==> src/core/mrwe_pkg.sv <==
// Shared constants and types of the multi-lane read and wrap engine
package mrwe_pkg;
    // Opcodes
    localparam logic [7:0] OP_DUAL_IO = 8'hbb;
    localparam logic [7:0] OP_QUAD_OUT = 8'h6b;
    localparam logic [7:0] OP_QUAD_IO = 8'heb;
    localparam logic [7:0] OP_WRAP_SET = 8'h77;
    localparam logic [7:0] OP_PAGE_ERASE = 8'h81;
    localparam logic [7:0] OP_WRITE_EN = 8'h06;
    localparam logic [7:0] OP_MODE_RESET = 8'hff;
    // Mode byte, wrap byte and frame lengths
    localparam logic [1:0] CONT_SEL_KEEP = 2'b10;
    localparam logic [2:0] WRAP_RESET = 3'b100;
    localparam logic [5:0] CMD_BITS = 6'h08;
    localparam logic [5:0] ADDR_BITS = 6'h18;
    localparam logic [5:0] MODE_BITS = 6'h08;
    localparam logic [5:0] WRAP_FRAME_BITS = 6'h20;
    localparam logic [5:0] QOUT_DUMMY_CLKS = 6'h08;
    localparam logic [5:0] QIO_DUMMY_CLKS = 6'h04;
    localparam int PAGE_BITS = 8;
    // Timing
    localparam int CLK_MHZ = 10;
    localparam int PAGE_ERASE_US = 8000;
    localparam int PAGE_ERASE_CYCLES = PAGE_ERASE_US * CLK_MHZ;
    // Frame sequencer states
    typedef enum logic [7:0] {
        ST_CMD = 8'h01,
        ST_ADDR = 8'h02,
        ST_MODE = 8'h04,
        ST_DUMMY = 8'h08,
        ST_DATA = 8'h10,
        ST_WRAP = 8'h20,
        ST_ERASE = 8'h40,
        ST_IDLE = 8'h80
    } mrwe_state_t;
    // Refused or finished frames park here so later bits never decode
    localparam mrwe_state_t ST_IGNORE = ST_IDLE;
endpackage : mrwe_pkg

==> src/core/mrwe_engine.sv <==
// Multi-lane read, continuous mode, burst wrap and page erase engine
// What this block does
// - Dual I/O read: opcode on one lane, address and mode byte on two lanes, data.
// - Address taken on rising clock, data driven on falling clock.
// - Read address steps per byte from any start and rolls over to zero.
// - Dual and quad reads are ignored while a write cycle runs.
// - Quad output: opcode and address on one lane, 8 dummy, quad data.
// - Quad I/O: address on four lanes, 2 mode clocks, 4 dummy, data.
// - Dual mode bits 5:4 of 10 skip the opcode on the next frame.
// - Other dual mode bits restore normal opcode decoding next frame.
// - Quad mode bits 5:4 of 10 keep skipping the opcode next frame.
// - Other quad mode bits end continuous mode after chip select toggles.
// - A mode reset command clears continuous mode.
// - Wrap byte bit 4 low selects 8 to 64 byte sections for quad I/O.
// - Page erase: opcode, two page bytes, one dummy byte.
// - Page erase needs the write enable latch, else it is ignored.
// - Chip select high ends a read and stops data drive.
// - Write in progress reads one for the whole self-timed cycle.

module mrwe_fifo #(
    parameter int WIDTH = 8,
    parameter int DEPTH = 8
) (
    input wire logic clk,
    input wire logic rst,
    input wire logic ce,
    input wire logic flush,
    input wire logic in_valid,
    output logic in_ready,
    input wire logic [WIDTH-1:0] in_data,
    output logic out_valid,
    input wire logic out_ready,
    output logic [WIDTH-1:0] out_data
);
    localparam int PW = $clog2(DEPTH);
    logic [WIDTH-1:0] mem [DEPTH];
    logic [PW-1:0] wr_ptr;
    logic [PW-1:0] rd_ptr;
    logic [PW:0] count;
    wire push = in_valid & in_ready;
    wire pop = out_valid & out_ready;

    // Honest flags straight from the occupancy count
    assign in_ready = (count != (PW+1)'(DEPTH));
    assign out_valid = (count != '0);
    assign out_data = mem[rd_ptr];

    // Pointers wrap at the depth, which need not be a power of two
    always_ff @(posedge clk or posedge rst) begin
        if (rst) begin
            wr_ptr <= '0;
            rd_ptr <= '0;
            count <= '0;
        end else if (ce) begin
            if (flush) begin
                wr_ptr <= '0;
                rd_ptr <= '0;
                count <= '0;
            end else begin
                if (push) begin
                    wr_ptr <= (wr_ptr == PW'(DEPTH-1)) ? '0 : wr_ptr + PW'(1);
                end
                if (pop) begin
                    rd_ptr <= (rd_ptr == PW'(DEPTH-1)) ? '0 : rd_ptr + PW'(1);
                end
                count <= count + (PW+1)'(push) - (PW+1)'(pop);
            end
        end
    end

    // Storage
    always_ff @(posedge clk) begin
        if (ce && push && !flush) begin
            mem[wr_ptr] <= in_data;
        end
    end

    a_fifo_bound: assert property (@(posedge clk) disable iff (rst)
        count <= (PW+1)'(DEPTH))
        else $error("fifo count above depth");
endmodule : mrwe_fifo

module mrwe_engine import mrwe_pkg::*; #(
    parameter int AW = 24,
    parameter int FIFO_DEPTH = 8,
    parameter int ERASE_CYCLES = PAGE_ERASE_CYCLES
) (
    input wire logic clk,
    input wire logic rst,
    input wire logic ce,
    input wire logic sclk,
    input wire logic cs_n,
    input wire logic [3:0] io_in,
    output logic [3:0] io_out,
    output logic [3:0] io_oe,
    input wire logic quad_enable_bit,
    input wire logic ext_busy,
    output logic write_in_progress_flag,
    output logic write_enable_latch,
    output logic [2:0] wrap_setting_bits,
    output logic continuous_mode,
    output logic [AW-1:0] rd_addr,
    input wire logic [7:0] mem_data,
    input wire logic mem_valid,
    output logic mem_ready,
    output logic erase_start,
    output logic [AW-PAGE_BITS-1:0] erase_page
);
    localparam int EW = $clog2(ERASE_CYCLES + 1);

    logic [5:0] sync1, sync2;
    logic sclk_d, cs_d;
    mrwe_state_t st;
    logic [7:0] op;
    logic [2:0] lw;
    logic [5:0] cnt;
    logic [31:0] sh;
    logic cont_dual, cont_quad, fetch_on, frame_busy;
    logic [2:0] phase;
    logic [7:0] dsh;
    logic [AW-1:0] er_addr;
    logic erase_busy;
    logic [EW-1:0] ecnt;
    logic fifo_in_ready, fifo_valid;
    logic [7:0] fifo_data;

    // Two-stage synchroniser on every link pin, link clock included
    always_ff @(posedge clk or posedge rst) begin
        if (rst) begin
            sync1 <= 6'h20;
            sync2 <= 6'h20;
            sclk_d <= 1'b0;
            cs_d <= 1'b1;
        end else if (ce) begin
            sync1 <= {cs_n, sclk, io_in};
            sync2 <= sync1;
            sclk_d <= sync2[4];
            cs_d <= sync2[5];
        end
    end

    // Edge and frame events seen on the synchronised pins
    wire cs_s = sync2[5];
    wire [3:0] io_s = sync2[3:0];
    wire rise = ce & sync2[4] & ~sclk_d & ~cs_s;
    wire fall = ce & ~sync2[4] & sclk_d & ~cs_s;
    wire frame_start = ce & cs_d & ~cs_s;
    wire frame_end = ce & ~cs_d & cs_s;
    wire busy = erase_busy | ext_busy;

    // Input shifting per active lane count; dummy clocks count singly
    wire [31:0] next_sh = (lw == 3'd4) ? {sh[27:0], io_s}
                        : (lw == 3'd2) ? {sh[29:0], io_s[1:0]}
                        : {sh[30:0], io_s[0]};
    wire [5:0] next_cnt = cnt + ((st == ST_DUMMY) ? 6'h01 : 6'(lw));
    wire [7:0] dec = next_sh[7:0];
    wire quad_ok = ~busy & quad_enable_bit;
    wire is_dual = (op == OP_DUAL_IO);
    wire wrap_on = (op == OP_QUAD_IO) & ~wrap_setting_bits[2];
    wire [5:0] dummy_end = (op == OP_QUAD_OUT) ? QOUT_DUMMY_CLKS
                                               : QIO_DUMMY_CLKS;
    wire erase_ok = (st == ST_ERASE) & (cnt == ADDR_BITS)
                  & write_enable_latch & ~busy;

    // Fetch address: linear roll-over, or wrap inside an aligned section
    wire [AW-1:0] wmask = AW'(32'h8 << wrap_setting_bits[1:0]) - AW'(1);
    wire [AW-1:0] inc_addr = rd_addr + AW'(1);
    wire [AW-1:0] next_fetch = wrap_on
                             ? ((rd_addr & ~wmask) | (inc_addr & wmask))
                             : inc_addr;
    wire push = mem_valid & mem_ready;
    assign mem_ready = fifo_in_ready & fetch_on;
    assign continuous_mode = cont_dual | cont_quad;
    assign write_in_progress_flag = busy;

    // Byte source on a falling edge: next FIFO word or remaining bits
    wire pop = fall & (st == ST_DATA) & (phase == 3'd0);
    wire [7:0] byte_now = (phase != 3'd0) ? dsh
                        : (fifo_valid ? fifo_data : 8'hff);

    // Frame sequencer, advanced on rising link clock edges
    always_ff @(posedge clk or posedge rst) begin
        if (rst) begin
            st <= ST_IGNORE;
            op <= 8'h00;
            lw <= 3'd1;
            cnt <= 6'h00;
            sh <= 32'h0;
            cont_dual <= 1'b0;
            cont_quad <= 1'b0;
            frame_busy <= 1'b0;
            wrap_setting_bits <= WRAP_RESET;
            er_addr <= '0;
        end else if (frame_start) begin
            cnt <= 6'h00;
            frame_busy <= busy;
            lw <= cont_quad ? 3'd4 : cont_dual ? 3'd2 : 3'd1;
            op <= cont_quad ? OP_QUAD_IO : cont_dual ? OP_DUAL_IO : 8'h00;
            // Opcode skipped while continuous mode holds
            if (continuous_mode && busy) begin
                st <= ST_IGNORE;
                op <= 8'h00;
            end else if (continuous_mode) begin
                st <= ST_ADDR;
            end else begin
                st <= ST_CMD;
            end
        end else if (frame_end) begin
            // A short all-ones frame in continuous mode drops it
            if (st == ST_ADDR && sh[7:0] == OP_MODE_RESET) begin
                cont_dual <= 1'b0;
                cont_quad <= 1'b0;
            end
            st <= ST_IGNORE;
            op <= 8'h00;
        end else if (rise) begin
            sh <= next_sh;
            cnt <= next_cnt;
            case (st)
                ST_CMD: if (next_cnt == CMD_BITS) begin
                    cnt <= 6'h00;
                    op <= dec;
                    st <= ST_IGNORE;
                    if (dec == OP_DUAL_IO && !busy) begin
                        lw <= 3'd2;
                        st <= ST_ADDR;
                    end else if (dec == OP_QUAD_IO && quad_ok) begin
                        lw <= 3'd4;
                        st <= ST_ADDR;
                    end else if (dec == OP_QUAD_OUT && quad_ok) begin
                        st <= ST_ADDR;
                    end else if (dec == OP_WRAP_SET) begin
                        st <= ST_WRAP;
                    end else if (dec == OP_PAGE_ERASE) begin
                        st <= ST_ERASE;
                    end else if (dec == OP_MODE_RESET) begin
                        cont_dual <= 1'b0;
                        cont_quad <= 1'b0;
                    end
                end
                ST_ADDR: if (next_cnt == ADDR_BITS) begin
                    cnt <= 6'h00;
                    st <= (op == OP_QUAD_OUT) ? ST_DUMMY : ST_MODE;
                end
                ST_MODE: if (next_cnt == MODE_BITS) begin
                    cnt <= 6'h00;
                    // Mode bits 5:4 decide the next frame
                    if (is_dual) begin
                        cont_dual <= (dec[5:4] == CONT_SEL_KEEP);
                        st <= ST_DATA;
                    end else begin
                        cont_quad <= (dec[5:4] == CONT_SEL_KEEP);
                        st <= ST_DUMMY;
                    end
                end
                ST_DUMMY: if (next_cnt == dummy_end) begin
                    st <= ST_DATA;
                end
                ST_WRAP: if (next_cnt == WRAP_FRAME_BITS) begin
                    // Disable flag on top, length code below
                    wrap_setting_bits <= {dec[4], dec[6:5]};
                    st <= ST_IGNORE;
                end
                ST_ERASE: if (cnt == ADDR_BITS) begin
                    st <= ST_IGNORE;
                end else if (next_cnt == ADDR_BITS) begin
                    er_addr <= next_sh[AW-1:0];
                end
                default: st <= st;
            endcase
        end
    end

    // Address fetch into the FIFO; source stalls when it is full
    always_ff @(posedge clk or posedge rst) begin
        if (rst) begin
            fetch_on <= 1'b0;
            rd_addr <= '0;
        end else if (ce) begin
            if (frame_start || frame_end) begin
                fetch_on <= 1'b0;
            end else if (rise && st == ST_ADDR && next_cnt == ADDR_BITS) begin
                fetch_on <= 1'b1;
                rd_addr <= next_sh[AW-1:0];
            end else if (push) begin
                rd_addr <= next_fetch;
            end
        end
    end

    // Data drive on falling edges; cs high releases the lanes
    always_ff @(posedge clk or posedge rst) begin
        if (rst) begin
            io_out <= 4'h0;
            io_oe <= 4'h0;
            phase <= 3'd0;
            dsh <= 8'h00;
        end else if (ce) begin
            if (cs_s || frame_start) begin
                io_oe <= 4'h0;
                phase <= 3'd0;
            end else if (fall && st == ST_DATA) begin
                io_out <= is_dual ? {2'b00, byte_now[7:6]} : byte_now[7:4];
                io_oe <= is_dual ? 4'h3 : 4'hf;
                dsh <= is_dual ? {byte_now[5:0], 2'b00}
                               : {byte_now[3:0], 4'h0};
                phase <= phase + (is_dual ? 3'd2 : 3'd4);
            end
        end
    end

    // Write enable latch and self-timed page erase
    always_ff @(posedge clk or posedge rst) begin
        if (rst) begin
            write_enable_latch <= 1'b0;
            erase_start <= 1'b0;
            erase_busy <= 1'b0;
            ecnt <= '0;
            erase_page <= '0;
        end else if (ce) begin
            erase_start <= frame_end & erase_ok;
            if (erase_start) begin
                erase_busy <= 1'b1;
                ecnt <= EW'(ERASE_CYCLES);
                erase_page <= er_addr[AW-1:PAGE_BITS];
            end else if (erase_busy) begin
                ecnt <= ecnt - EW'(1);
                if (ecnt == EW'(1)) begin
                    erase_busy <= 1'b0;
                    write_enable_latch <= 1'b0;
                end
            end
            if (rise && st == ST_CMD && next_cnt == CMD_BITS
                && dec == OP_WRITE_EN && !busy) begin
                write_enable_latch <= 1'b1;
            end
        end
    end

    mrwe_fifo #(.WIDTH(8), .DEPTH(FIFO_DEPTH)) u_fifo (
        .clk(clk),
        .rst(rst),
        .ce(ce),
        .flush(frame_start),
        .in_valid(mem_valid & fetch_on),
        .in_ready(fifo_in_ready),
        .in_data(mem_data),
        .out_valid(fifo_valid),
        .out_ready(pop),
        .out_data(fifo_data)
    );

    a_oe_cs_off: assert property (@(posedge clk) disable iff (rst)
        (ce && cs_s) |=> (io_oe == 4'h0))
        else $error("lanes driven with chip select high");
    a_dual_lanes: assert property (@(posedge clk) disable iff (rst)
        (io_oe != 4'h0 && is_dual) |-> (io_oe == 4'h3))
        else $error("dual read drives wrong lanes");
    a_busy_ignore: assert property (@(posedge clk) disable iff (rst)
        $rose(io_oe != 4'h0) |-> !frame_busy)
        else $error("read served during write cycle");
    a_erase_latch: assert property (@(posedge clk) disable iff (rst)
        $rose(erase_start) |-> $past(write_enable_latch, 1))
        else $error("erase started without latch");
    a_erase_busy: assert property (@(posedge clk) disable iff (rst)
        (erase_start && ce) |=> write_in_progress_flag [*8])
        else $error("busy flag not held during erase");
    a_latch_clear: assert property (@(posedge clk) disable iff (rst)
        $fell(erase_busy) |-> !write_enable_latch)
        else $error("latch kept after erase");
    a_wrap_section: assert property (@(posedge clk) disable iff (rst)
        (ce && push && wrap_on && !frame_start && !frame_end)
        |=> ((rd_addr & ~wmask) == ($past(rd_addr) & ~wmask)))
        else $error("wrapped fetch left its section");
    a_cont_entry: assert property (@(posedge clk) disable iff (rst)
        (frame_start && cont_quad && !busy) |=> (st == ST_ADDR && lw == 3'd4))
        else $error("continuous quad frame not at address");
endmodule : mrwe_engine

==> config.mk <==
export PLATFORM = sky130hd
export DESIGN_NAME = mrwe_engine
export DESIGN_NICKNAME = d
export VERILOG_FILES = /design/src/core/mrwe_pkg.sv /design/src/core/mrwe_engine.sv
export SDC_FILE = /design/constraint.sdc
export NUM_CORES = 1
export LEC_CHECK = 0
export BUFFER_PORTS_ARGS = -buffer_cell sky130_fd_sc_hd__buf_2
export CELL_PAD_IN_SITES_DETAIL_PLACEMENT = 2
export CELL_PAD_IN_SITES_GLOBAL_PLACEMENT = 2
export CORE_ASPECT_RATIO = 0.7
export CORE_MARGIN = 3
export CORE_UTILIZATION = 40
export CTS_BUF_LIST = sky130_fd_sc_hd__clkbuf_8 sky130_fd_sc_hd__clkbuf_16
export DETAILED_ROUTE_END_ITERATION = 7
export PLACE_DENSITY = 0.83
export RECOVER_POWER = 25
export SYNTH_ARGS = -nofsm -noshare
export SYNTH_HDL_FRONTEND = slang
export SYNTH_SLANG_ARGS = --single-unit
export TNS_END_PERCENT = 30
==> constraint.sdc <==
create_clock -name clk -period 6.88 [get_ports clk]
set_input_delay 1.032 -clock clk [delete_from_list [all_inputs] [get_ports clk]]
set_output_delay 1.032 -clock clk [all_outputs]
set_load 0.05 [all_outputs]
### Yosys cells after proc, flatten, opt, wreduce, memory -nomap -nowiden

Memories as Yosys holds them, arrays and structs flattened.
Cells that the tools add are included.

| cells by class | value |
|---|---|
| add/sub/neg operators | 9 |
| eq/ne operators | 49 |
| shift operators | 1 |
| muxes and demuxes | 97 |
| bitwise operators | 40 |
| reductions and logical operators | 58 |

Operator list:

| cell | number |
|---|---|
| 8-bit two-way mux | 26 |
| 24-bit two-way mux | 5 |
| 8-bit equality test, second input constant | 7 |
| 3-bit two-way mux | 18 |
| 24-bit AND | 2 |
| 8-bit case mux with 6 select lines | 1 |
| 17-bit two-way mux | 2 |
| 8-bit by 7-bit equality test with 1-bit output, second input constant | 4 |
| 6-bit two-way mux | 5 |
| 3-bit != test, second input constant | 10 |
| 4-bit two-way mux | 7 |
| 1-bit two-way mux | 27 |
| 13-bit AND reduction | 2 |
| 24-bit by 1-bit adder with 24-bit output, second input constant | 1 |
| 24-bit inverter | 1 |
| 24-bit OR | 1 |
| 2-bit nonzero test | 12 |
| 4-bit by 2-bit << shifter with 24-bit output, first input constant | 1 |
| 24-bit by 1-bit subtractor with 24-bit output, second input constant | 1 |
| 1-bit AND | 23 |
| 4-bit != test, second input constant | 5 |
| 3-bit nonzero test | 6 |
| 17-bit by 1-bit equality test with 1-bit output, second input constant | 1 |
| 17-bit by 1-bit subtractor with 17-bit output, second input constant | 1 |
| other kinds (40) | 85 |

| storage, ports and cells | value |
|---|---|
| bits in registers | 181 |
| RAM bits | 64 |
| input port bits | 20 |
| output and inout port bits | 56 |
| logic and storage cells | 282 |
| memories kept | 1 |

Memories:

| name | words | bits a word | rd ports | clocked after Yosys merged registers in | write ports | RTL line | source |
|---|---|---|---|---|---|---|---|
| u_fifo.mem | 8 | 8 | 1 | 0 | 1 | mrwe_engine.sv:36 | `logic [WIDTH-1:0] mem [DEPTH];` |

### Logic depth before layout (Yosys ltp)

| logic depth | value |
|---|---|
| word-level depth | 14 |
| gate-level depth with buffers | 15 |
| mapped depth without buffers | 14 |

### Hierarchy

From an unflattened synthesis, not the netlist that was laid out.

| unflattened totals | value |
|---|---|
| cells, all modules | 1170 |
| area total of the unflattened synthesis | 11806.3 um^2 |

By module, submodules not included:

| module | instances | cells each | area each (um^2) | seq. area each (um^2) |
|---|---|---|---|---|
| mrwe_engine | 1 | 973 | 8589.5 | 3961.3 |
| mrwe_fifo | 1 | 197 | 3216.8 | 2172.1 |

### Least setup slack after synthesis

Ideal clock, no wire load.

| timing path | value |
|---|---|
| kind | register to register |
| from | register lw[1] |
| to | register rd_addr[0] |
| setup time | 0.124 ns |
| data arrival time | 3.516 ns |
| data required time | 6.756 ns |
| path slack | 3.240 ns |
| cell stages (with the launch flop) | 15 |
| buffers on the path | 4 |
| period minus slack after synthesis | 3.640 ns |
| cell sequence | dfrtp_1 buf_6 buf_8 clkinv_1 clkbuf_1 a21oi_1 ha_1 a21o_1 a21oi_1 xnor2_1 nor3b_2 nand4_1 a21o_1 clkbuf_1 a211o_1 |

| between the ends | value |
|---|---|
| longest elaborated chain between the ends | 6 |
| elaborated cells between the ends (all ways) | 9 |
| those cells by class | add/sub: 1; eq/ne: 2; mux: 3; reduce/logical: 3 |

Ends and longest elaborated chain:

| element | RTL line | source |
|---|---|---|
| start: declaration | mrwe_engine.sv:115 | `logic [2:0] lw;` |
| start signal: assignment | mrwe_engine.sv:197 | `lw <= cont_quad ? 3'd4 : cont_dual ? 3'd2 : 3'd1;` |
| 3-bit two-way mux | mrwe_engine.sv:155 | `wire [5:0] next_cnt = cnt + ((st == ST_DUMMY) ? 6'h01 : 6'(lw));` |
| 6-bit by 3-bit adder with 6-bit output | mrwe_engine.sv:155 |  |
| 6-bit by 5-bit equality test with 1-bit output | mrwe_engine.sv:282 | `end else if (rise && st == ST_ADDR && next_cnt == ADDR_BITS) begin` |
| 1-bit logical AND | mrwe_engine.sv:282 |  |
| 2-bit nonzero test (no line) | n/a |  |
| 3-bit AND reduction (no line) | n/a |  |
| end signal: assignment | mrwe_engine.sv:284 | `rd_addr <= next_sh[AW-1:0];` |
| end signal: assignment | mrwe_engine.sv:286 | `rd_addr <= next_fetch;` |
| end: declaration | mrwe_engine.sv:102 | `output logic [AW-1:0] rd_addr,` |

Several ways; a longest one is shown, not always the timed one.
A chain may end at the register's enable or synchronous reset.

### Final worst setup path

| timing path | value |
|---|---|
| from | input ce |
| to | register rd_addr[14] |

| between the ends | value |
|---|---|
| longest elaborated chain between the ends | 7 |
| elaborated cells between the ends (all ways) | 14 |
| those cells by class | mux: 1; bitwise: 8; reduce/logical: 5 |

Ends and longest elaborated chain:

| element | RTL line | source |
|---|---|---|
| start: declaration | mrwe_engine.sv:90 | `input wire logic ce,` |
| 1-bit AND (3 in a row) | mrwe_engine.sv:145 | `wire rise = ce & sync2[4] & ~sclk_d & ~cs_s;` |
| 1-bit logical AND (2 in a row) | mrwe_engine.sv:282 |  |
| 2-bit nonzero test (no line) | n/a |  |
| 3-bit AND reduction (no line) | n/a |  |

Several ways; a longest one is shown, not always the timed one.

==> flow_summary.json <==
{
  "hold_violations": 0,
  "synthFlopType": "dfrtp_1",
  "cts_resized": 0,
  "clk_latency_ns": 0.54,
  "cts_max_path_buffers": 3,
  "cts_setup_buffers": 0,
  "hold_class": "reg -> reg",
  "grt_pass1_wl_um": 64600,
  "busiest_layer": "met2",
  "final-max-slew-violation-count": 157,
  "critPathKind": "in -> reg",
  "slew_headroom": -2.29,
  "ctsHoldBuffers": 0,
  "root_buffer": "clkbuf_16",
  "dp_hpwl_um": 27600,
  "cts_tree": "yes",
  "h-tree-depth": 1,
  "ant_nets": 0,
  "dieArea_um2": 31300,
  "portBuffers": 75,
  "io_pins": 76,
  "p_leak_uw": 0.00572,
  "yosysWarnings": 0,
  "path_clk_slew_ns": 0.06,
  "skew_ns": 0.0136,
  "tightestPinTransition_ns": 4.92,
  "vias_per_cell": 6.13,
  "crit_arrival_ns": 6.24,
  "path_max_fanout": 49,
  "row_count": 51,
  "wl_um": 40900,
  "synth.avg_cell_area_um2": 10.4,
  "vias": 9599,
  "ir_drop_v": 0.000148,
  "fin_cells": 1565,
  "critPathRequiredTime_ns": 7.30,
  "synth_edf_count": 64,
  "cts_sinks": 232,
  "grt_max_degree": 107,
  "syn-num-nets": 1162,
  "remaining_drc_errors": 0,
  "rsz0062_at_grt": "no",
  "cp-start-kind": "primary input",
  "drv_cap": 2,
  "drive_gt1_frac": 0.174,
  "synth_cell_types": 90,
  "dp.cells": 1520,
  "wire_per_inst_um": 26.2,
  "grt_util_met2": 0.404,
  "antenna_found_initial": 2,
  "grt_pass1_vias": 10300,
  "start_util": 0.413,
  "netlist_area_um2": 11700,
  "power_density_nw_per_um2": 318,
  "setup_viol": 0,
  "clock.fmax_mhz": 172,
  "violations": "capacitance limit, slew limit",
  "drt_iter0_markers": 833,
  "place_congestion": 0.864,
  "ys_ff_latch": 232,
  "synthArstFlopShare": 0.724,
  "first_pass_iters": 5,
  "fp.dieW_um": 210,
  "met1_usage": 0.400,
  "final.setup.tns_ns": 0,
  "die_y_um": 149,
  "core_area_um2": 28300,
  "grtUsageMet3": 0.0490,
  "finalCriticalPeriod_ns": 5.82,
  "status": "finished with violations",
  "worstSetupEndpointType": "flop",
  "numCtsBuffers": 24,
  "areaGrowthSynthToFinish_pct": 12.6,
  "power.total_uw": 4180,
  "synthCells": 1122,
  "overflow": 0,
  "nets": 1215,
  "synth-seq-area-share": 0.525,
  "track_usage": 0.267,
  "min_period_over_period": 0.846
}
## metal layers
| metal | part of all wire | wire length (um) |
|---|---|---|
| met5 | 0.00020 | 8 |
| met2 | 0.44 | 18100 |
| met4 | 0.022 | 901 |
| met3 | 0.061 | 2510 |
| met1 | 0.47 | 19400 |
## where the power goes
group,internal [uW],switching [uW]
clock network,794,584
logic,333,698
registers,1560,216
## path summary, 6_finish.rpt
path	start	to	slack, ns	depth (start not counted)
setup / recovery	ce	rd_addr[14]	1.06	10
hold / removal	erase_page[4]	erase_page[4]	0.47	2
setup reg to reg	lw[1]	rd_addr[14]	1.21	14
hold reg to reg	erase_page[4]	erase_page[4]	0.47	2
max in group asynchronous	rst	rd_addr[8]	2.41	3
min in group asynchronous	rst	ecnt[10]	2.02	2
## flip-flops by register name, summed over array words and instances (netlist names), 8 cells and up
signal and flops:
ecnt 17, er_addr 16, erase_page 16, op 8, rd_addr 24, sh 23, st 8, u_fifo.mem 64
## cell usage after synthesis (all sizes together) (7+ instances only)
cell type  count  share of area
a21oi         78          0.034
a22o          12         0.0090
and2           8         0.0043
and3          13         0.0070
buf           17         0.0093
clkbuf        41          0.013
dfrtp        162           0.35
edfxtp        64           0.16
ha            18          0.019
inv           22         0.0071
mux2          45          0.044
mux4          16          0.031
nand2        197          0.063
nand2b        16         0.0092
nand3         21         0.0094
nand4         12         0.0064
nor2          68          0.022
nor2b         12         0.0064
nor3          28          0.013
nor3b          8         0.0056
nor4           8         0.0048
o21ai         77          0.033
o22a           9         0.0068
o22ai         43          0.023
or3            8         0.0043
xnor2         15          0.012
xor2           7         0.0053
## metrics by stage
stage | hold slack [ns] | util | setup slack (ns) | cell area [um^2]
floorplan | 0.433 | - | 1.31 | 11700
global placement | 0.455 | 0.437 | 1.78 | 12300
detailed placement | 0.455 | 0.437 | 1.38 | 12300
CTS | 0.473 | 0.465 | 1.37 | 13200
global route | 0.498 | 0.465 | 0.703 | 13100
finish | 0.469 | 0.465 | 1.06 | 13100
## layout make-up
type / instances / area [um^2]
fill: 2973 / 15100
sequential: 232 / 6130
multi-input combinational: 808 / 5200
clock buffer: 26 / 651
tap: 371 / 464
timing repair buffer: 85 / 437
clock inverter: 18 / 161
inverter: 24 / 91.3
antenna: 1 / 2.50
## critical path, cell delays in order
cell and delay (ns):
buf_2 0.07, clkbuf_1 1.53, nand2b_1 0.32, nor3b_1 0.86
nand4_1 1.01, buf_4 0.53, a21oi_2 0.14, buf_4 0.35
o21ai_0 0.14, a22o_1 0.19
## cells by family after synthesis
kind of cell	Yosys count	synth area share
adders and majority gates	20	0.0227
AOI/OAI and AO/OA	277	0.152
buffers and inverters	82	0.0302
DFF	232	0.525
and+or+nand+nor	426	0.176
muxes	63	0.0763
xor gates and xnor gates	22	0.0172
## placed cells by master, fill, tap and decap left out, types with 12 or more instances in the layout
cell type,count
o21ai_0,73
inv_1,26
a22o_1,12
mux2_2,41
nor2_1,66
nand2b_1,15
nand3_1,20
edfxtp_1,64
mux4_2,16
clkbuf_16,26
ha_1,18
a21oi_1,75
nand4_1,12
nor3_1,24
nand2_1,197
dfrtp_1,162
xnor2_1,14
nor2b_1,12
and3_1,13
o22ai_1,43
buf_2,67
No activity file was read; power rests on OpenSTA's default activity.
